--- src/vpr_pkg.sv ---
// package: vector numbers, offsets, levels and carrier types for the priority resolver
package vpr_pkg;
  localparam int unsigned VEC_W        = 5;
  localparam int unsigned ADDR_W       = 21;
  localparam int unsigned NUM_VEC      = 14;
  localparam int unsigned LVL_W        = 2;
  localparam int unsigned FIELD_W      = 2;
  localparam int unsigned NUM_PROG     = 5;
  localparam int unsigned ENTRY_STRIDE = 2;
  localparam logic [4:0] VEC_CHIP_RESET  = 5'h00;
  localparam logic [4:0] VEC_WDOG_RESET  = 5'h01;
  localparam logic [4:0] VEC_FIXED3_LO   = 5'h02;
  localparam logic [4:0] VEC_FIXED3_HI   = 5'h05;
  localparam logic [4:0] VEC_PROG_LO     = 5'h06;
  localparam logic [4:0] VEC_PROG_HI     = 5'h0a;
  localparam logic [4:0] VEC_SWI2        = 5'h0b;
  localparam logic [4:0] VEC_SWI1        = 5'h0c;
  localparam logic [4:0] VEC_SWI0        = 5'h0d;
  localparam logic [1:0] LVL_SWI2        = 2'h2;
  localparam logic [1:0] LVL_SWI1        = 2'h1;
  localparam logic [1:0] LVL_SWI0        = 2'h0;
  localparam logic [1:0] LVL_FIXED       = 2'h3;
  localparam logic [1:0] FIELD_DISABLED  = 2'h0;
  localparam logic [9:0] PROG_LVL_RESET  = 10'h000;
  localparam logic [20:0] BASE_RESET     = 21'h000000;
  localparam logic [1:0] CUR_NONE        = 2'h0;
  localparam logic [1:0] CUR_P0          = 2'h1;
  localparam logic [1:0] CUR_P1          = 2'h2;
  localparam logic [1:0] CUR_P23         = 2'h3;

  typedef struct packed {
    logic        valid;
    logic [4:0]  vec;
    logic [1:0]  lvl;
    logic [20:0] addr;
  } vec_req_t;
endpackage

--- src/vpr_rank.sv ---
// leaf: per-vector pending, level and acceptance decode
`timescale 1ns/1ps
module vpr_rank #(
  parameter int unsigned NUM_VEC = vpr_pkg::NUM_VEC
) (
  // requests and levels
  input  wire logic [NUM_VEC-1:0]  pend_i,
  input  wire logic [9:0]          prog_lvl_i,
  input  wire logic [1:0]          cur_field_i,
  input  wire logic                dis_i,
  // candidates per level
  output logic [3:0][NUM_VEC-1:0]  cand_o
);
  function automatic logic [1:0] vec_level(input int unsigned v, input logic [9:0] pl);
    logic [1:0] f;
    f = 2'h0;
    if (v >= 2 && v <= 5) begin
      f = vpr_pkg::LVL_FIXED;
    end else if (v >= 6 && v <= 10) begin
      f = pl[(v-6)*2 +: 2];
    end else if (v == 11) begin
      f = vpr_pkg::LVL_SWI2;
    end else if (v == 12) begin
      f = vpr_pkg::LVL_SWI1;
    end else begin
      f = vpr_pkg::LVL_SWI0;
    end
    return f;
  endfunction

  function automatic logic accepted(input logic [1:0] lvl, input logic [1:0] cur);
    logic ok;
    ok = 1'b0;
    case (cur)
      vpr_pkg::CUR_NONE: ok = 1'b1;
      vpr_pkg::CUR_P0:   ok = (lvl >= 2'h1);
      vpr_pkg::CUR_P1:   ok = (lvl >= 2'h2);
      vpr_pkg::CUR_P23:  ok = (lvl == 2'h3);
      default:           ok = 1'b0;
    endcase
    return ok;
  endfunction

  for (genvar v = 0; v < NUM_VEC; v++) begin : g_vec
    for (genvar l = 0; l < 4; l++) begin : g_lvl
      wire logic prog_off;
      assign prog_off = (v >= 6 && v <= 10) &&
                        (prog_lvl_i[((v >= 6 && v <= 10) ? v - 6 : 0)*2 +: 2] ==
                         vpr_pkg::FIELD_DISABLED);
      assign cand_o[l][v] = (v >= 2) && pend_i[v] && !dis_i && !prog_off &&
                            (vec_level(v, prog_lvl_i) == 2'(l)) &&
                            accepted(2'(l), cur_field_i);
    end
  end
endmodule // vpr_rank

--- src/vectored_priority_resolver.sv ---
// top: vectored priority resolver presenting winning vector address to the core
// Summary of operation
// - all pending level 3 requests win over level 2, then 1, then 0.
// - within one level the lowest vector number wins.
// - a vector address is the table base plus a fixed per-vector offset.
// - chip reset uses entry 0 and watchdog reset entry 1 at base plus offset.
// - entries are two words apart so vector n sits at offset 2n.
// - vectors 2 to 5 are always level 3.
// - vectors 6 to 10 take a software-chosen level 1 to 3.
// - software interrupts 2, 1, 0 are vectors 11, 12, 13 at levels 2, 1, 0.
// - each programmable level field is 2 bits, 00 disabled at reset, else levels 1 to 3.
// - a nested request is accepted only at or above the current priority field.
// - the global disable blocks requests of vectors 2 to 13 while set; chip and watchdog resets still pass.
`timescale 1ns/1ps
module vectored_priority_resolver #(
  parameter int unsigned NUM_VEC = vpr_pkg::NUM_VEC
) (
  // clock and reset
  input  wire logic                       core_clk_i,
  input  wire logic                       rst_b_i,
  // sources, same clock domain
  input  wire logic [NUM_VEC-1:0]         req_i,
  input  wire logic                       chip_reset_req_i,
  input  wire logic                       watchdog_reset_source_i,
  // configuration
  input  wire logic [vpr_pkg::ADDR_W-1:0] vector_table_base_i,
  input  wire logic [9:0]                 prog_lvl_i,
  input  wire logic [1:0]                 current_priority_field_i,
  input  wire logic                       global_interrupt_disable_i,
  // core handshake
  input  wire logic                       ack_i,
  // outputs to core
  output logic                            vec_valid_o,
  output logic [vpr_pkg::VEC_W-1:0]       vec_num_o,
  output logic [vpr_pkg::LVL_W-1:0]       vec_lvl_o,
  output logic [vpr_pkg::ADDR_W-1:0]      vec_addr_o,
  output logic [NUM_VEC-1:0]              pend_o
);
  // reset synchroniser
  logic                       rst_s1_r;
  logic                       rst_s2_r;

  // pending set and output register
  logic [NUM_VEC-1:0]         req_used;
  logic [NUM_VEC-1:0]         pend_r;
  logic [NUM_VEC-1:0]         pend_nxt;
  logic [NUM_VEC-1:0]         clr;
  vpr_pkg::vec_req_t          out_r;
  vpr_pkg::vec_req_t          out_nxt;

  // candidates of each level from the rank stage
  logic [3:0][NUM_VEC-1:0]    cand;

  function automatic logic [20:0] entry_addr(input logic [20:0] base, input logic [4:0] v);
    return base + 21'(v) * 21'(vpr_pkg::ENTRY_STRIDE);
  endfunction

  function automatic logic [4:0] lowest(input logic [NUM_VEC-1:0] m);
    logic [4:0] r;
    r = 5'h00;
    for (int i = NUM_VEC - 1; i >= 0; i--) begin
      if (m[i]) begin
        r = 5'(i);
      end
    end
    return r;
  endfunction

  // carrier for one source, already holding its table address
  function automatic vpr_pkg::vec_req_t make_req(
    input logic                       valid,
    input logic [vpr_pkg::VEC_W-1:0]  vec,
    input logic [vpr_pkg::LVL_W-1:0]  lvl,
    input logic [vpr_pkg::ADDR_W-1:0] base
  );
    vpr_pkg::vec_req_t q;
    q       = '0;
    q.valid = valid;
    q.vec   = valid ? vec : '0;
    q.lvl   = valid ? lvl : '0;
    q.addr  = entry_addr(base, q.vec);
    return q;
  endfunction

  always_ff @(posedge core_clk_i or negedge rst_b_i) begin
    if (!rst_b_i) begin
      rst_s1_r <= 1'b0;
      rst_s2_r <= 1'b0;
    end else begin
      rst_s1_r <= 1'b1;
      rst_s2_r <= rst_s1_r;
    end
  end

  // level decode and acceptance per vector
  vpr_rank #(
    .NUM_VEC(NUM_VEC)
  ) u_rank (
    .pend_i      (pend_r),
    .prog_lvl_i  (prog_lvl_i),
    .cur_field_i (current_priority_field_i),
    .dis_i       (global_interrupt_disable_i),
    .cand_o      (cand)
  );

  // candidate mask of each level
  wire logic [NUM_VEC-1:0]         cand3;
  wire logic [NUM_VEC-1:0]         cand2;
  wire logic [NUM_VEC-1:0]         cand1;
  wire logic [NUM_VEC-1:0]         cand0;
  assign cand3 = cand[3];
  assign cand2 = cand[2];
  assign cand1 = cand[1];
  assign cand0 = cand[0];

  // any candidate and lowest candidate of each level
  wire logic                       any3;
  wire logic                       any2;
  wire logic                       any1;
  wire logic                       any0;
  wire logic [vpr_pkg::VEC_W-1:0]  win3;
  wire logic [vpr_pkg::VEC_W-1:0]  win2;
  wire logic [vpr_pkg::VEC_W-1:0]  win1;
  wire logic [vpr_pkg::VEC_W-1:0]  win0;
  assign any3 = |cand3;
  assign any2 = |cand2;
  assign any1 = |cand1;
  assign any0 = |cand0;
  assign win3 = lowest(cand3);
  assign win2 = lowest(cand2);
  assign win1 = lowest(cand1);
  assign win0 = lowest(cand0);

  // one carrier per source
  vpr_pkg::vec_req_t               pick_chip;
  vpr_pkg::vec_req_t               pick_wdog;
  vpr_pkg::vec_req_t               pick3;
  vpr_pkg::vec_req_t               pick2;
  vpr_pkg::vec_req_t               pick1;
  vpr_pkg::vec_req_t               pick0;
  vpr_pkg::vec_req_t               pick_idle;
  assign pick_chip = make_req(1'b1, vpr_pkg::VEC_CHIP_RESET, vpr_pkg::LVL_FIXED,
                              vector_table_base_i);
  assign pick_wdog = make_req(1'b1, vpr_pkg::VEC_WDOG_RESET, vpr_pkg::LVL_FIXED,
                              vector_table_base_i);
  assign pick3     = make_req(1'b1, win3, 2'h3, vector_table_base_i);
  assign pick2     = make_req(1'b1, win2, 2'h2, vector_table_base_i);
  assign pick1     = make_req(1'b1, win1, 2'h1, vector_table_base_i);
  assign pick0     = make_req(1'b1, win0, 2'h0, vector_table_base_i);
  assign pick_idle = make_req(1'b0, 5'h00, 2'h0, vector_table_base_i);

  // a source is chosen only when nothing above it wants the core
  wire logic                       above_wdog;
  wire logic                       above3;
  wire logic                       above2;
  wire logic                       above1;
  wire logic                       above0;
  assign above_wdog = chip_reset_req_i;
  assign above3     = above_wdog || watchdog_reset_source_i;
  assign above2     = above3 || any3;
  assign above1     = above2 || any2;
  assign above0     = above1 || any1;

  // resets first, then level 3 down to level 0
  wire logic                       sel_chip;
  wire logic                       sel_wdog;
  wire logic                       sel3;
  wire logic                       sel2;
  wire logic                       sel1;
  wire logic                       sel0;
  assign sel_chip = chip_reset_req_i;
  assign sel_wdog = !above_wdog && watchdog_reset_source_i;
  assign sel3     = !above3 && any3;
  assign sel2     = !above2 && any2;
  assign sel1     = !above1 && any1;
  assign sel0     = !above0 && any0;

  // exactly one carrier reaches the output register
  assign out_nxt = sel_chip ? pick_chip :
                   sel_wdog ? pick_wdog :
                   sel3     ? pick3     :
                   sel2     ? pick2     :
                   sel1     ? pick1     :
                   sel0     ? pick0     :
                              pick_idle;

  // acceptance clears only the presented vector
  wire logic                       take;
  wire logic [NUM_VEC-1:0]         take_bit;
  assign take     = ack_i && out_r.valid;
  assign take_bit = NUM_VEC'(1) << out_r.vec;
  assign clr      = take ? take_bit : '0;

  // bits 0 and 1 name the reset entries, which never wait as pending
  assign req_used = req_i & ~NUM_VEC'(2'h3);
  // new request wins over a clear in the same cycle
  assign pend_nxt = (pend_r & ~clr) | req_used;

  // pending flags
  always_ff @(posedge core_clk_i or negedge rst_s2_r) begin
    if (!rst_s2_r) begin
      pend_r <= '0;
    end else begin
      pend_r <= pend_nxt;
    end
  end

  // presented vector, re-ranked every cycle
  always_ff @(posedge core_clk_i or negedge rst_s2_r) begin
    if (!rst_s2_r) begin
      out_r <= '0;
    end else begin
      out_r <= out_nxt;
    end
  end

  // outputs straight from the registers
  assign vec_valid_o = out_r.valid;
  assign vec_num_o   = out_r.vec;
  assign vec_lvl_o   = out_r.lvl;
  assign vec_addr_o  = out_r.addr;
  assign pend_o      = pend_r;
endmodule // vectored_priority_resolver

--- config.mk ---
export PLATFORM = sky130hd
export DESIGN_NAME = vectored_priority_resolver
export DESIGN_NICKNAME = d
export VERILOG_FILES = /design/src/vpr_pkg.sv /design/src/vpr_rank.sv /design/src/vectored_priority_resolver.sv
export SDC_FILE = /design/constraint.sdc
export NUM_CORES = 1
export LEC_CHECK = 0
export ABC_AREA = 0
export BUFFER_PORTS_ARGS = -buffer_cell sky130_fd_sc_hd__buf_2
export CAP_MARGIN = 0
export CORE_ASPECT_RATIO = 2
export CORE_UTILIZATION = 25
export CTS_BUF_LIST = sky130_fd_sc_hd__clkbuf_16
export DETAILED_ROUTE_END_ITERATION = 10
export SYNTH_ARGS = -nofsm -noshare
export SYNTH_HDL_FRONTEND = slang
export SYNTH_HIERARCHICAL = 1
export SYNTH_SLANG_ARGS = --single-unit
--- constraint.sdc ---
create_clock -name core_clk_i -period 4.4 [get_ports core_clk_i]
set_clock_uncertainty 0.1 [all_clocks]
set_input_delay 0 -clock core_clk_i [delete_from_list [all_inputs] [get_ports core_clk_i]]
set_output_delay 0 -clock core_clk_i [all_outputs]
set_load 0.02 [all_outputs]
==> run_results.csv, run 1 <==
group,metric,value,unit
finish,nNetsFinal,668,
power_and_ir_drop,leakagePower,0.00212,uW
synth,synth-edff-count,0,
detailed_routing,drt-wirelength-per-cell,14.7,microns
sta,hold_violations,0,
floorplanning,dieHeight,179,microns
global_routing,grt_usage,14.5,%
placement,dp_slack,500,ps
sta,tightest_slew,915,ps
synth,syn_avg_cell_area,8.38,sq um
finish,n_antenna_cell,0,
global_routing,grt_max_degree,43,
synth,synth_warnings,6,
placement,port_buffers,92,
detailed_routing,wl_met3,317,microns
synth,synth_cell_types,63,
global_routing,grt_antenna_before_repair,0,
detailed_routing,ant_nets,0,
floorplanning,die_w,90.4,microns
synth,synth_area_leaders,"dfrtp_1 28%, buf_4 6.9%, ha_1 5.4%",
clock_tree,cts.htree.levels,2,
power_and_ir_drop,power_density,223,nW/um^2
detailed_routing,wl_met2,6660,microns
floorplanning,core,15300,sq um
clock_tree,clock_latency,280,ps
power_and_ir_drop,p_seq_share,38.8,%
global_routing,overflow,0,
sta,hold_ws,11.2,ps
outcome,outcome,"completed",
setup_path,cp.arrival,4240,ps
finish,final_cell_count_no_fill,793,
finish,area_delta_synth_final,27.9,%
sta,max_clock_freq,0.243,GHz
floorplanning,fp.dieArea,16200,sq um
sta,setup_tns,0,ps
clock_tree,clock_path_buffers,2,
setup_path,critPathKind,"reg2reg",
detailed_routing,via_per_inst,4.72,
global_routing,grt_pass1_wl,18400,microns
sta,rsz0062_at_grt,"no",
synth,synth_top_area_cell,"dfrtp_1",
setup_path,worst_setup_path_end_kind,"flip-flop",
sta,period_minus_slack,4120,ps
clock_tree,postCtsSetupBuffers,0,
synth,yosys.area.top_type_share,28.2,%
power_and_ir_drop,p_switching,320,uW
sta,finalWorstSetupSlack,284,ps
floorplanning,floorplan.initialDensity,25.5,%
synth,synth_ff_type,"dfrtp_1",
sta,drv_slew,0,
sta,max_slew_margin,39.0,%
finish,final_cell_mix,"92 x buf_2, 52 x nor2_1, 43 x dfrtp_1",
synth,ys_seq_elements,44,
floorplanning,num_io_pins,96,
placement,globalplace.congestion,0.852,
power_and_ir_drop,p_comb_share,23.7,%
setup_path,critPathMaxFanout,8,
clock_tree,cts-root-buf,"clkbuf_16",
detailed_routing,firstDrtPassIters,4,
finish,drive_gt1_share,21.3,%
placement,post-place-cells,746,
synth,postSynth.asyncResetShare,100,%
detailed_routing,dr_total_vias,3745,
detailed_routing,met1_length,3920,microns
synth,syn_area,3910,sq um
min_path,hold_class,"in2reg",
flow_run,cap_violations,0,
placement,hpwl,9440,microns
floorplanning,rows,64,
clock_tree,cts_tree,"yes",
finish,final_common_cell,"buf_2",
clock_tree,clock_sinks,44,
detailed_routing,routed.top_layer,"met4",
detailed_routing,drcViolationCount,0,
detailed_routing,drtIter0Drc,186,
clock_tree,numCtsBuffers,5,
synth,seq_area_frac_synth,28.2,%
power_and_ir_drop,switching_share,28.7,%
sta,fin_crit_sh,93.5,%
global_routing,grt_pass1_vias,3834,
synth,netlist_instances,466,
setup_path,startpoint_type,"flip-flop",
power_and_ir_drop,power.clock.fraction,37.5,%
detailed_routing,drt_wl_total,11700,microns
sta,setup_viol,0,
power_and_ir_drop,peakVddDrop,0.183,mV
clock_tree,clk_pin_slew,60,ps
power_and_ir_drop,p_int,796,uW
setup_path,crit_required,4530,ps
-- registers in the layout (all words and copies together) (netlist names) --
signal / cells
rst_s1_r: 1
vec_valid_o: 1
rst_s2_r: 1
vec_num_o: 4
pend_o: 14
vec_lvl_o: 2
vec_addr_o: 21
-- worst max-delay path, cell delays in order (launching register included) --
cell	delay (ps)
dfrtp_1	400
nand3b_1	110
nor3_1	400
nor2_1	110
o31ai_1	100
a211oi_1	110
nor3_1	370
ha_1	330
a211oi_1	240
nor2_1	100
o21a_1	210
a2111oi_4	450
o31ai_4	200
nand4_1	150
xnor2_1	120
dlygate4sd3_1	560
-- what timing repair did --
action / 4_1_cts / 5_1_grt
hold buffers: 39 / 0
endpoints found under the hold margin: 32 / 0
endpoints found under the setup margin: 0 / 5
resized for setup: 0 / 2
-- layer usage --
metal	up-vias	GRT usage, %
li1	1856	-
met1	1761	13.3
met2	95	29.2
met3	33	1.36
met4	0	10.1
met5	-	0
-- kinds of logic (layout without fill, tap and decap cells) --
family	after synthesis	count (layout)	share of synthesized area, %
XOR/XNOR	22	22	4.93
adder cells (fa/ha/maj)	21	21	7.50
buffers and inverters	72	168	11.0
AND/OR/NAND/NOR	190	190	27.5
other	3	36	0.288
flip-flops	44	44	28.2
AO/OA/AOI/OAI	114	114	20.6
-- cells in the mapped netlist (5+ instances only) --
library cell  count
a21o_1           15
a21oi_1          24
nor2_1           52
nand2b_1          9
xor2_1            7
dfrtp_1          44
nand2_1          31
nand4_1           8
a211oi_1         10
o21ai_0          21
clkbuf_1          5
buf_4            36
nor4_1            7
nand3_1          19
inv_1            26
nor2b_1           7
xnor2_1          15
ha_1             17
and4_1            5
nor3b_1           5
o31ai_1           8
nor3_1           17
-- final cells by class --
type	count	area (sq um)
Clock buffer	5	125
Clock inverter	3	42.5
Fill cell	1597	10300
Inverter	27	101
Multi-Input combinational cell	383	2510
Sequential cell	44	1100
Tap cell	198	248
Timing Repair Buffer	133	866
-- per-stage QoR --
stage,power [uW],area (sq um),util (%)
2_1_floorplan,613,4030,-
5_1_grt,1180,4990,32.7
6_report,1120,4990,32.7
4_1_cts,1120,4980,32.6
3_5_place_dp,674,4430,28.9
3_3_place_gp,672,4430,28.9
-- power groups by stage --
stage               combinational [uW]  clock (uW)  sequential (uW)
floorplan                          158           0              455
global placement                   232           0              440
detailed placement                 233           0              441
CTS                                260         429              433
global route                       293         448              436
finish                             265         418              433
-- final timing paths --
path	startpoint	end	slack [ps]	cells after the start
worst max-delay path	pend_o[6]$_DFF_PN0_	vec_addr_o[16]$_DFF_PN0_	280	15
worst min-delay path	chip_reset_req_i	vec_num_o[0]$_DFF_PN0_	10	2
worst max register to register	pend_o[6]$_DFF_PN0_	vec_addr_o[16]$_DFF_PN0_	280	15
worst min register to register	rst_s1_r$_DFF_PN0_	rst_s2_r$_DFF_PN0_	260	0
max in group asynchronous	rst_s2_r$_DFF_PN0_	vec_lvl_o[1]$_DFF_PN0_	3310	0
min in group asynchronous	rst_s2_r$_DFF_PN0_	vec_addr_o[16]$_DFF_PN0_	310	0
(Power assumes the default switching activity.)
==> run 2: changes to the inputs <==
==> constraint.sdc (replaced) <==
create_clock -name core_clk_i -period 4.4 [get_ports core_clk_i]
set_clock_uncertainty 0.1 [all_clocks]
set_input_delay 0.66 -clock core_clk_i [delete_from_list [all_inputs] [get_ports core_clk_i]]
set_output_delay 0.66 -clock core_clk_i [all_outputs]
set_load 0.02 [all_outputs]
==> run 2 against run 1 <==
First-iteration DRC count is 18% higher. Critical path depth stayed put. Fmax is 5.4% higher. Sequential power hardly changed. Largest cell class unchanged. Flip-flop and latch count stayed put. Design area is 7.5% lower. Largest power group unchanged. Cell count is 4.0% lower. Utilization is 2.5 points lower.
==> run_results.csv, run 2 (synthesis gave the netlist of run 1 again) <==
group,metric,value,unit
setup_path,cpMostUsedCell,"nor3_1",
detailed_routing,drt_wl_total,11200,microns
clock_tree,clock_latency,280,ps
global_routing,overflow,0,
sta,tightest_slew,925,ps
floorplanning,die_w,90.4,microns
floorplanning,num_io_pins,96,
power_and_ir_drop,peakVddDrop,0.102,mV
finish,n_antenna_cell,0,
finish,area_delta_synth_final,18.3,%
sta,setup_viol,0,
detailed_routing,via_per_inst,4.82,
floorplanning,floorplan.initialDensity,25.5,%
placement,hpwl,9520,microns
finish,final_cell_mix,"92 x buf_2, 52 x nor2_1, 43 x dfrtp_1",
finish,final_common_cell,"buf_2",
setup_path,crit_chain,"buf_2 > buf_4 > nor3b_1 > o21ai_0 > a211oi_1 > nor3_1 > nor3_1 > ha_1 > a21o_1 > a21oi_1 > nor2b_1 > o311ai_1 > o31ai_4 > nand4_1 > xnor2_1",
placement,globalplace.congestion,0.869,
sta,period_minus_slack,3900,ps
sta,max_clock_freq,0.256,GHz
floorplanning,rows,64,
detailed_routing,drcViolationCount,0,
power_and_ir_drop,power.clock.fraction,34.5,%
setup_path,worst_setup_path_end_kind,"flip-flop",
outcome,outcome,"completed",
clock_tree,cts_resized,0,
global_routing,grt_antenna_before_repair,0,
clock_tree,clock_path_buffers,2,
power_and_ir_drop,p_int,717,uW
placement,port_buffers,92,
detailed_routing,drtIter0Drc,219,
setup_path,startpoint_type,"primary input",
power_and_ir_drop,leakagePower,0.00198,uW
clock_tree,numCtsBuffers,5,
clock_tree,clock_sinks,44,
min_path,hold_class,"in2async",
flow_run,cap_violations,0,
sta,max_slew_margin,38.3,%
finish,nNetsFinal,636,
sta,hold_violations,0,
global_routing,grt_pass1_vias,3627,
setup_path,cp.arrival,4020,ps
global_routing,grt_max_degree,43,
floorplanning,dieHeight,179,microns
detailed_routing,drt-wirelength-per-cell,14.7,microns
power_and_ir_drop,power_density,223,nW/um^2
finish,largest_reg_flops,21,
finish,final_cell_count_no_fill,761,
setup_path,critPathKind,"in2reg",
power_and_ir_drop,p_comb_share,23.4,%
clock_tree,clk_pin_slew,60,ps
floorplanning,core,15300,sq um
global_routing,grt_pass1_wl,17700,microns
placement,post-place-cells,753,
sta,setup_tns,0,ps
power_and_ir_drop,switching_share,30.3,%
clock_tree,cts.htree.levels,2,
finish,drive_gt1_share,23.3,%
detailed_routing,dr_total_vias,3667,
setup_path,critPathMaxFanout,8,
floorplanning,fp.dieArea,16200,sq um
setup_path,cpMaxStageDelayCell,"nor3b_1",
clock_tree,postCtsHoldBufs,0,
sta,drv_slew,0,
setup_path,ff2ff_setup_slack,650,ps
power_and_ir_drop,p_seq_share,42.0,%
sta,rsz0062_at_grt,"no",
sta,hold_ws,47.0,ps
setup_path,max_stage_delay,450,ps
power_and_ir_drop,p_switching,311,uW
clock_tree,cts_tree,"yes",
clock_tree,cts-root-buf,"clkbuf_16",
global_routing,grt_usage,14.0,%
sta,fin_crit_sh,88.7,%
setup_path,crit_required,4510,ps
detailed_routing,firstDrtPassIters,4,
clock_tree,postCtsSetupBuffers,0,
detailed_routing,ant_nets,0,
## run 2: metal layers
metal / GRT usage, % / part of all wire [%]
met5: 0 / 0
met1: 12.5 / 33
met3: 2.04 / 3.5
met4: 11.0 / 7.7
met2: 27.7 / 56
## run 2: stage by stage
stage / setup slack, ps / util, % / power, uW / area, sq um
finish: 496 / 30.2 / 1030 / 4620
global route: 214 / 30.2 / 1080 / 4620
CTS: 497 / 30.2 / 1030 / 4620
detailed placement: 189 / 29.3 / 677 / 4480
global placement: 226 / 29.3 / 675 / 4480
floorplan: 754 / - / 613 / 4030
## run 2: cell type report
cell class / instances / area (sq um)
clock buffers: 5 / 125
clock inverters: 3 / 15.0
fillers: 1653 / 10700
inverters: 27 / 101
multi-input cells: 383 / 2500
flip-flops and latches: 44 / 1100
well taps: 198 / 248
repair buffers: 101 / 528
## run 2: critical path, delay by kind of cell
kind / cells / cell delay, ps
simple gates: 5 / 1150
fa+ha+maj: 1 / 320
buf+inv: 2 / 300
xor+xnor: 1 / 120
compound gates: 6 / 1450
## run 2: path summary, 6_finish.rpt
| kind | cells past startpoint | to | start |
|---|---|---|---|
| hold / removal | 1 | rst_s1_r$_DFF_PN0_ | rst_b_i |
| max in group asynchronous | 0 | pend_o[9]$_DFF_PN0_ | rst_s2_r$_DFF_PN0_ |
| hold reg to reg | 0 | rst_s2_r$_DFF_PN0_ | rst_s1_r$_DFF_PN0_ |
| min in group core_clk_i | 0 | rst_s2_r$_DFF_PN0_ | rst_s1_r$_DFF_PN0_ |
| setup reg to reg | 17 | vec_addr_o[15]$_DFF_PN0_ | pend_o[8]$_DFF_PN0_ |
| setup / recovery | 15 | vec_addr_o[12]$_DFF_PN0_ | global_interrupt_disable_i |
## run 2: power by group through the flow
stage	Combinational, uW	Sequential (uW)	Clock [uW]
after floorplan	158	455	0
after global placement	235	440	0
after detailed placement	236	440	0
after CTS	237	433	364
after global routing	268	436	381
final	241	432	355
==> run 3: changes to the inputs <==
--- a/config.mk
+++ b/config.mk
@@ -12,6 +12,8 @@
 export CORE_UTILIZATION = 25
 export CTS_BUF_LIST = sky130_fd_sc_hd__clkbuf_16
 export DETAILED_ROUTE_END_ITERATION = 10
+export PLACE_DENSITY = 0.42
+export REMOVE_ABC_BUFFERS = 1
 export SYNTH_ARGS = -nofsm -noshare
 export SYNTH_HDL_FRONTEND = slang
 export SYNTH_HIERARCHICAL = 1
==> run 3 against run 2 <==
Fmax is 2.8% lower. Sequential share of layout area is 0.21 points lower. First-iteration DRC count decreased by 32%. Wire length rose by 9.2%. Flip-flop and latch count unchanged. Critical path type unchanged. Sequential power hardly changed. Non-clock buffer count increased by 5. Count of clock-buffer cells in the layout is the same. Highest routed layer unchanged. Register-to-register slack worse by 160 ps. Clock power grew 3%.
==> run_results.csv, run 3 (synthesis gave the netlist of run 1 again) <==
group,metric,value,unit
outcome,outcome,"completed",
clock_tree,postCtsSetupBuffers,0,
min_path,hold_class,"in2async",
placement,port_buffers,92,
setup_path,regToRegEndpoint,"vec_addr_o[13]$_DFF_PN0_",
setup_path,critPathKind,"in2reg",
floorplanning,dieHeight,179,microns
setup_path,rr_worst_depth,16,
clock_tree,cts_tree,"yes",
setup_path,startpoint_type,"primary input",
setup_path,ff2ff_setup_slack,490,ps
floorplanning,floorplan.initialDensity,25.5,%
finish,drive_gt1_share,24.1,%
sta,tightest_slew,929,ps
detailed_routing,drt_wl_total,12200,microns
flow_run,cap_violations,0,
sta,max_slew_margin,38.0,%
sta,rsz0062_at_grt,"no",
setup_path,crit_chain,"buf_2 > or2_1 > nor3_2 > nor2_1 > o31ai_1 > a211oi_1 > nor3_1 > ha_1 > a211oi_1 > nor2_1 > o21a_1 > a2111oi_4 > o31ai_4 > nand3_1 > xnor2_1",
floorplanning,fp.dieArea,16200,sq um
finish,largest_reg_flops,21,
detailed_routing,drcViolationCount,0,
detailed_routing,via_per_inst,4.74,
clock_tree,cts-root-buf,"clkbuf_16",
clock_tree,clock_sinks,44,
setup_path,cp_top_family,"compound AO/OA/AOI/OAI gates",
power_and_ir_drop,leakagePower,0.00201,uW
setup_path,max_stage_delay,510,ps
clock_tree,numCtsBuffers,5,
global_routing,grt_usage,15.3,%
power_and_ir_drop,peakVddDrop,0.140,mV
floorplanning,die_w,90.4,microns
finish,fin_util,30.5,%
clock_tree,clock_latency,290,ps
clock_tree,clock_path_buffers,2,
detailed_routing,ant_nets,0,
power_and_ir_drop,power_density,224,nW/um^2
sta,hold_violations,0,
setup_path,worstReg2RegStart,"pend_o[8]$_DFF_PN0_",
clock_tree,cts_resized,0,
floorplanning,rows,64,
finish,final_cell_mix,"92 x buf_2, 52 x nor2_1, 43 x dfrtp_1",
setup_path,critPathMaxFanout,8,
sta,max_clock_freq,0.249,GHz
placement,globalplace.congestion,0.878,
finish,n_antenna_cell,0,
global_routing,overflow,0,
clock_tree,postCtsHoldBufs,0,
floorplanning,num_io_pins,96,
finish,final_common_cell,"buf_2",
setup_path,cp.arrival,4120,ps
finish,fillers,1655,
detailed_routing,drtIter0Drc,150,
detailed_routing,dr_total_vias,3631,
global_routing,grt_pass1_wl,18900,microns
clock_tree,cts.htree.levels,2,
setup_path,crit_required,4500,ps
sta,drv_slew,0,
floorplanning,core,15300,sq um
sta,period_minus_slack,4020,ps
global_routing,grt_pass1_vias,3696,
setup_path,worstPathBufferInverterCount,1,
detailed_routing,drt-wirelength-per-cell,15.9,microns
detailed_routing,firstDrtPassIters,4,
global_routing,grt_max_degree,43,
sta,fin_crit_sh,91.3,%
placement,hpwl,10400,microns
sta,setup_viol,0,
finish,area_delta_synth_final,19.3,%
global_routing,grt_antenna_before_repair,0,
clock_tree,clk_pin_slew,60,ps
setup_path,worst_setup_path_end_kind,"flip-flop",
sta,setup_tns,0,ps
finish,nNetsFinal,641,
setup_path,cpMaxStageDelayCell,"nor3_1",
[run 3: cell type report]
class / count / area, sq um / share of cell area [%]
multi-input combinational: 383 / 2500 / 53.6
sequential: 44 / 1100 / 23.7
timing repair buffer: 106 / 566 / 12.1
tap: 198 / 248 / 5.32
clock buffer: 5 / 125 / 2.68
inverter: 27 / 101 / 2.17
clock inverter: 3 / 18.8 / 0.403
[run 3: where the power goes]
| part | internal, uW | switching (uW) | total, uW | leakage, uW |
|---|---|---|---|---|
| logic | 93.7 | 152 | 246 | 0.00146 |
| registers | 419 | 14.1 | 433 | 0.000481 |
| clock network | 208 | 158 | 366 | 0.0000635 |
[run 3: how the worst max path moves through the flow]
stage                          startpoint  cells after the start                       end  slack [ps]
5_1_grt                     prog_lvl_i[4]                     17  vec_addr_o[15]$_DFF_PN0_         120
6_report       global_interrupt_disable_i                     15  vec_addr_o[18]$_DFF_PN0_         380
3_5_place_dp   global_interrupt_disable_i                     15  vec_addr_o[12]$_DFF_PN0_          20
3_3_place_gp   global_interrupt_disable_i                     15  vec_addr_o[12]$_DFF_PN0_         110
4_1_cts        global_interrupt_disable_i                     15  vec_addr_o[12]$_DFF_PN0_         290
2_1_floorplan               prog_lvl_i[4]                     16  vec_addr_o[13]$_DFF_PN0_         790
[run 3: per-layer routing]
layer | vias to the layer above | global-route usage [%] | share of wire [%]
met1 | 1713 | 13.0 | 32
li1 | 1806 | - | -
met4 | 0 | 10.2 | 5.5
met5 | - | 0 | 0
met2 | 84 | 32.6 | 60
met3 | 28 | 1.19 | 2.7
[run 3: metrics by stage]
stage / instances / setup WS, ps / hold slack (ps) / power [uW] / cell area, sq um
after floorplan: 454 / 785 / 231 / 584 / 3700
after global placement: 758 / 111 / 236 / 682 / 4520
after detailed placement: 758 / 17.0 / 247 / 684 / 4520
after CTS: 766 / 291 / 34.4 / 1060 / 4660
after global routing: 766 / 117 / 40.9 / 1100 / 4660
final: 766 / 384 / 40.7 / 1050 / 4660
